<file path="src/pkg/bdsr_defs.vh">
`ifndef BDSR_DEFS_VH
`define BDSR_DEFS_VH
`define BDSR_OFS_REF_PWR      32'h00002050
`define BDSR_OFS_CODE         32'h00002120
`define BDSR_OFS_SW           32'h00002124
`define BDSR_OFS_CFG          32'h00002128
`define BDSR_OFS_CM           32'h0000235c
`define BDSR_CFG_RESET        7'h02
`define BDSR_CFG_WAVE_BIT     6
`define BDSR_CFG_DIAG_BIT     5
`define BDSR_CFG_PWD_BIT      1
`define BDSR_CFG_WEN_BIT      0
`define BDSR_SW_OVR_BIT       5
`define BDSR_CODE6_HI         17
`define BDSR_CODE6_LO         12
`define BDSR_CODE12_HI        11
`define BDSR_CODE12_LO        0
`define BDSR_REF_BUF_BIT      1
`define BDSR_REF_BG_BIT       0
`define BDSR_CM_EN_BIT        3
`define BDSR_NORMAL_SW        5'h08
`define BDSR_DIAG_SW          5'h01
`endif

</file>
<file path="src/design/bdsr_apb_if.v">
`timescale 1ns/1ps
`default_nettype none
// Zero-wait APB slave front end; strobes are one-cycle pulses.
module bdsr_apb_if (
   input  wire        ref_clk,
   input  wire        rst,
   input  wire        psel,
   input  wire        penable,
   input  wire        pwrite,
   output wire        wr_stb,
   output wire        rd_stb
);
   assign wr_stb = psel & penable & pwrite;
   assign rd_stb = psel & penable & ~pwrite;
endmodule
`default_nettype wire

</file>
<file path="src/design/bdsr_sw_route.v">
`timescale 1ns/1ps
`include "bdsr_defs.vh"
`default_nettype none
module bdsr_sw_route (
   input  wire [4:0]  sw_bits,
   input  wire        override,
   input  wire        diag,
   input  wire        pwd,
   output reg  [4:0]  sw_out
);
   always @* begin
      if (override) begin
         sw_out = sw_bits;
      end else if (diag) begin
         sw_out = `BDSR_DIAG_SW;
      end else begin
         sw_out = `BDSR_NORMAL_SW;
      end
      if (pwd) begin
         sw_out = 5'h00;
      end
   end
endmodule
`default_nettype wire

</file>
<file path="src/design/bdsr_regs.v">
// Implementation choice: the APB slave port.
`timescale 1ns/1ps
`include "bdsr_defs.vh"
`default_nettype none
module bdsr_regs #(
   parameter [1:0] SW32_RESET = 2'b00
) (
   input  wire        ref_clk,
   input  wire        rst,
   input  wire        psel,
   input  wire        penable,
   input  wire        pwrite,
   input  wire [31:0] paddr,
   input  wire [31:0] pwdata,
   output reg  [31:0] prdata,
   output wire        pready,
   output reg         pslverr,
   output reg  [4:0]  dac_switch,
   output reg  [5:0]  code_six_bit,
   output reg  [11:0] code_twelve_bit,
   output reg         ref_buffer_power_down,
   output reg         bandgap_power_down,
   output reg         common_mode_switch_enable,
   output reg         dac_power_down
);
   reg  [6:0]  cfg_r;
   reg  [5:0]  sw_r;
   reg  [17:0] code_r;
   reg  [1:0]  ref_r;
   reg         cm_r;
   wire        wr_stb;
   wire        rd_stb;
   wire [4:0]  sw_nxt;
   reg  [31:0] rd_nxt;
   reg         hit;

   // Zero wait states keep the bus simple; pready is constant high.
   assign pready = 1'b1;

   bdsr_apb_if u_apb (
      .ref_clk (ref_clk),
      .rst     (rst),
      .psel    (psel),
      .penable (penable),
      .pwrite  (pwrite),
      .wr_stb  (wr_stb),
      .rd_stb  (rd_stb)
   );

   always @* begin
      hit = 1'b1;
      rd_nxt = 32'h00000000;
      case (paddr)
         `BDSR_OFS_CFG:     rd_nxt = {25'h0000000, cfg_r};
         `BDSR_OFS_SW:      rd_nxt = {26'h0000000, sw_r};
         `BDSR_OFS_CODE:    rd_nxt = {14'h0000, code_r};
         `BDSR_OFS_REF_PWR: rd_nxt = {30'h00000000, ref_r};
         `BDSR_OFS_CM:      rd_nxt = {28'h0000000, cm_r, 3'h0};
         default:           hit = 1'b0;
      endcase
   end

   // Read data is combinational from the registers so the access phase
   // completes with the current value.
   always @* begin
      prdata = rd_stb ? rd_nxt : 32'h00000000;
      pslverr = (psel & penable) & ~hit;
   end

   always @(posedge ref_clk) begin
      if (rst) begin
         cfg_r <= `BDSR_CFG_RESET;
         sw_r <= {2'b00, SW32_RESET, 2'b00};
         code_r <= 18'h00000;
         ref_r <= 2'b00;
         cm_r <= 1'b0;
      end else begin
         if (wr_stb && paddr == `BDSR_OFS_CFG) begin
            cfg_r <= pwdata[6:0];
         end
         if (wr_stb && paddr == `BDSR_OFS_SW) begin
            sw_r <= pwdata[5:0];
         end
         if (!cfg_r[`BDSR_CFG_WEN_BIT]) begin
            code_r <= 18'h00000;
         end else if (wr_stb && paddr == `BDSR_OFS_CODE) begin
            code_r <= pwdata[17:0];
         end
         if (wr_stb && paddr == `BDSR_OFS_REF_PWR) begin
            ref_r <= pwdata[1:0];
         end
         if (wr_stb && paddr == `BDSR_OFS_CM) begin
            cm_r <= pwdata[`BDSR_CM_EN_BIT];
         end
      end
   end

   bdsr_sw_route u_route (
      .sw_bits  (sw_r[4:0]),
      .override (sw_r[`BDSR_SW_OVR_BIT]),
      .diag     (cfg_r[`BDSR_CFG_DIAG_BIT]),
      .pwd      (cfg_r[`BDSR_CFG_PWD_BIT]),
      .sw_out   (sw_nxt)
   );

   // Outputs are flopped once so the analog controls never glitch.
   always @(posedge ref_clk) begin
      if (rst) begin
         dac_switch <= 5'h00;
         code_six_bit <= 6'h00;
         code_twelve_bit <= 12'h000;
         ref_buffer_power_down <= 1'b0;
         bandgap_power_down <= 1'b0;
         common_mode_switch_enable <= 1'b0;
         dac_power_down <= 1'b1;
      end else begin
         dac_switch <= sw_nxt;
         code_six_bit <= code_r[`BDSR_CODE6_HI:`BDSR_CODE6_LO];
         code_twelve_bit <= code_r[`BDSR_CODE12_HI:`BDSR_CODE12_LO];
         ref_buffer_power_down <= ref_r[`BDSR_REF_BUF_BIT];
         bandgap_power_down <= ref_r[`BDSR_REF_BG_BIT];
         common_mode_switch_enable <= cm_r;
         dac_power_down <= cfg_r[`BDSR_CFG_PWD_BIT];
      end
   end
endmodule
`default_nettype wire

</file>
<file path="config.mk">
export PLATFORM = sky130hd
export DESIGN_NAME = bdsr_regs
export DESIGN_NICKNAME = d
export VERILOG_FILES = /design/src/design/bdsr_apb_if.v /design/src/design/bdsr_sw_route.v /design/src/design/bdsr_regs.v
export VERILOG_INCLUDE_DIRS = /design/src /design/src/pkg
export SDC_FILE = /design/constraint.sdc
export NUM_CORES = 1
export LEC_CHECK = 0
export ABC_CLOCK_PERIOD_IN_PS = 1910
export BUFFER_PORTS_ARGS = -buffer_cell sky130_fd_sc_hd__buf_2
export CORE_ASPECT_RATIO = 1.1
export CORE_MARGIN = 2
export CORE_UTILIZATION = 41
export DETAILED_ROUTE_END_ITERATION = 10
export GPL_TIMING_DRIVEN = 0
export HOLD_SLACK_MARGIN = 0.02
export PLACE_DENSITY = 0.76
export RECOVER_POWER = 50
export SETUP_SLACK_MARGIN = 0.5
export SLEW_MARGIN = 20
export SYNTH_ARGS = -nofsm -noshare
export SYNTH_HDL_FRONTEND = slang
export SYNTH_SLANG_ARGS = --single-unit
</file>
<file path="constraint.sdc">
create_clock -name ref_clk -period 1.91 [get_ports ref_clk]
set_input_delay 0.191 -clock ref_clk [delete_from_list [all_inputs] [get_ports ref_clk]]
set_output_delay 0.191 -clock ref_clk [all_outputs]
set_load 0.05 [all_outputs]
</file>
==> summary by stage <==
Die
In this run the core area contains 30 standard-cell rows. The I/O pin count is 130. The starting density of the core is 0.422. The floorplan step defined a die boundary enclosing 6990 µm². The core footprint is 6160 µm². The height of the chip is 87.5 µm. The overall die width is about 80 µm.

Clocking
The H-tree depth is 3. The number of sinks handled by clock tree synthesis is 61. The clock input transition at the sequential cells of the worst setup and hold paths is roughly 70 ps.

The buffer type at the clock tree root is clkbuf_8. The insertion delay to the later sink of the worst-skew pair is 330 ps. TritonCTS built the clock tree. The maximum clock insertion buffer count is 2. The number of buffers inserted during clock tree synthesis is 9. The number of buffers added to fix hold violations after cts is 0.

Timing
The worst clock skew is slightly below 7 ps. The final-report max-slew violation count came to 0. Timing would allow up to approximately 420 MHz.

Setup repair after global routing could not meet its margin everywhere. The slew at the pin closest to its max-slew limit is 599 ps. In this run the tightest slew margin relative to its limit is 0.602. The hold violation total from the final report was 0. The final count of negative-setup-slack endpoints is 45.

The clock period minus final worst setup slack is 2380 ps. Once routing completed, OpenROAD measured the worst setup slack at -468 ps. The final clock period utilization by the worst path is 1.24.

Pwr
Power spread over the standard cell area amounts to roughly 700 nW/µm². Of the total power, registers draw 0.431. The clock group share of total power is 0.492. The power share of the combinational group is 0.077. The net switching power of the design is 0.000615 W.

The internal power contribution is 0.00234 W. Of the total power, the share spent switching nets is 0.208. Summed over all cells, the static leakage comes to 1.90 nW. The worst-case IR drop observed on VDD is 0.491 mV.

Global route
Global routing finished with a remaining overflow of 0. The initial antenna violation count is 0. The via count of the first global-routing pass is 2308. Entering global routing, the biggest net connects 11 pins. The overall routing resource usage is 0.197. The first global-routing pass estimated 10.6 mm of wire.

Route
For this block, wires on met1 add up to 2.66 mm. The wire length after detailed routing is 6.80 mm. Detailed routing placed a total of between 400 and 500 µm of wire on met3. Routed signal wires occupy layers up through met4. Dividing the detail-routed via count by the number of cells gives 4.79.

The DRC violations left is 0. The vias after detailed routing is roughly 2300. The post-detailed-route wirelength per cell is 14.0 µm. The first-pass iteration count of the detailed router is 4. In this run the remaining antenna-violating nets after routing total 0.

Summed over all nets, wire length on met2 after detailed routing comes to between 3 and 4 mm. The DRC marker count from the first detailed-route iteration is 121.

Worst setup path
The delay contributed by the slowest stage of the critical path is 540 ps. At the worst endpoint, the arrival time is 2190 ps. The maximum fanout count along the critical path is 7. The largest individual stage delay along the critical path comes from the cell or4b_4. The classification of the worst setup path is primary input to output pin. The sort of element at the end of the critical path is an output pin.

The cell occurring most often along the worst timing path is buf_6. Data on the critical path is required at its endpoint by 1720 ps. STA classifies the critical path startpoint as a primary input.

Traced cell by cell, the critical path runs through buf_6 -> or4b_4 -> nor4_4 -> buf_4 -> a211oi_4 -> nand3b_1 -> buf_6 -> nor3b_4 -> buf_6.

Logic synthesis
The share of flip-flops with an asynchronous set or reset is 0. The top cell type by total area after synthesis is dfxtp_1. In the post-synthesis netlist, the cell with the most instances is dfxtp_1. The primary flip-flop cell chosen by synthesis mapping is dfxtp_1.

The cell area after technology mapping is 2600 µm². The area share of the largest cell type after synthesis is 0.470. In the post-synthesis netlist, the biggest area contributors are dfxtp_1 47%, mux2i_1 13%, nor2b_1 6.0%. Yosys mapped the design onto 38 distinct sky130hd cell types.

Counting flops and latches in the post-synthesis netlist gives 61. In this run, synthesis inferred 0 flip-flops with an integrated enable. The sequential area share after synthesis is 0.470. Synthesis produced ~260 cells.

During synthesis, Yosys emitted a total of 0 warnings. The average cell area after synthesis is around 10 µm². By count the netlist is led by 61 x dfxtp_1, 41 x nor2_1, 35 x mux2i_1.

Final layout
The number of nets in the layout is 471. The number of antenna diodes is 0. From synthesis to final layout, the design area changed by 58.4%. At the end of the flow the core is filled with cells to 0.669. The share of final-layout standard cells stronger than drive strength 1 is 0.477.

Flow run
Max-cap violations in this run came to 0.

Status
The final reports fail on negative setup slack. The run finished, with violations left.

Place
The pre-CTS setup slack is -1020 ps. The weighted congestion at the end of routability-driven global placement is 0.745. The count of input and output buffers is 99. Once detailed placement completed, the half-perimeter wirelength came to 4.63 mm.

Worst hold path
The classification of the worst-slack hold path is primary input to flop.
==> power groups by stage <==
| stage | Combinational (W) | Clock (W) | Sequential, W |
|---|---|---|---|
| after floorplan | 0.000129 | 0 | 0.00130 |
| after global placement | 0.000202 | 0 | 0.00130 |
| after detailed placement | 0.000204 | 0 | 0.00130 |
| after CTS | 0.000219 | 0.00147 | 0.00127 |
| after global routing | 0.000241 | 0.00153 | 0.00127 |
| final | 0.000228 | 0.00145 | 0.00127 |
==> critical path: cells and delay by family <==
| family | cells | cell delay [ps] |
|---|---|---|
| AO/OA/AOI/OAI | 1 | 60 |
| buffers and inverters | 4 | 640 |
| AND/OR/NAND/NOR | 4 | 1280 |
==> registers in the layout, summed over array words and instances (netlist names) <==
signal                     count
bandgap_power_down             1
common_mode_switch_enable      1
dac_switch                     5
code_twelve_bit               12
ref_r                          2
sw_r                           6
code_r                        18
cfg_r                          7
dac_power_down                 1
ref_buffer_power_down          1
code_six_bit                   6
cm_r                           1
==> final cells by class <==
type,instances,area (µm²)
multi-input combinational,181,1430
clock inverter,3,90.1
inverter,1,3.75
timing repair buffer,119,883
buffer,29,223
clock buffer,13,169
fill,475,2040
sequential,61,1220
tap,80,100
==> cell usage in the layout (no fill, tap or decap), types with 3 or more instances in the layout <==
master	n
dfxtp_1	61
buf_8	13
buf_4	26
mux2i_1	33
mux2_2	4
bufinv_16	3
nor2_1	36
buf_6	22
or4b_4	4
clkbuf_8	13
nor4_4	4
and3_1	5
conb_1	15
nor2_2	5
buf_2	69
nor2b_1	23
a22oi_1	3
nand3_1	3
clkbuf_1	12
and2_4	11
==> per-stage QoR <==
stage | setup TNS, ps | power (W) | instance area [µm²] | cells | hold WS, ps
floorplan | -10180 | 0.00143 | 2740 | 272 | 320
global placement | -28840 | 0.00150 | 3330 | 451 | 426
detailed placement | -30370 | 0.00150 | 3330 | 451 | 431
CTS | -7220 | 0.00296 | 4020 | 483 | 86.4
global route | -15030 | 0.00305 | 4120 | 487 | 101
finish | -10920 | 0.00295 | 4120 | 487 | 91.1
==> routing by layer <==
metal / global-route usage / up-vias
met5: 0 / -
met4: 0.0955 / 0
met3: 0.0508 / 14
met2: 0.348 / 88
met1: 0.221 / 1080
li1: - / 1153
==> path summary, 6_finish.rpt <==
kind	startpoint	to	slack, ps	cells past startpoint
worst max-delay path	paddr[2]	prdata[6]	-470	9
worst min-delay path	pwdata[10]	code_r[10]	90	3
worst max register to register	cfg_r[0]	code_r[16]	500	4
worst min register to register	code_r[4]	code_twelve_bit[4]	480	1
==> kinds of logic (layout without fill, tap and decap cells) <==
family | Yosys count | after routing | synth area share
buffers and inverters | 30 | 165 | 0.0751
muxes | 39 | 39 | 0.152
other | 2 | 15 | 0.00289
and+or+nand+nor | 115 | 115 | 0.265
DFF | 61 | 61 | 0.470
AOI/OAI and AO/OA | 12 | 12 | 0.0351
==> repair_timing <==
item                                    CTS  global route
resized for setup                        78            15
buffers inserted                         14             4
pin swaps                                19             5
endpoints found under the setup margin   53            53
cloned                                    2             0
(Power assumes the default switching activity.)
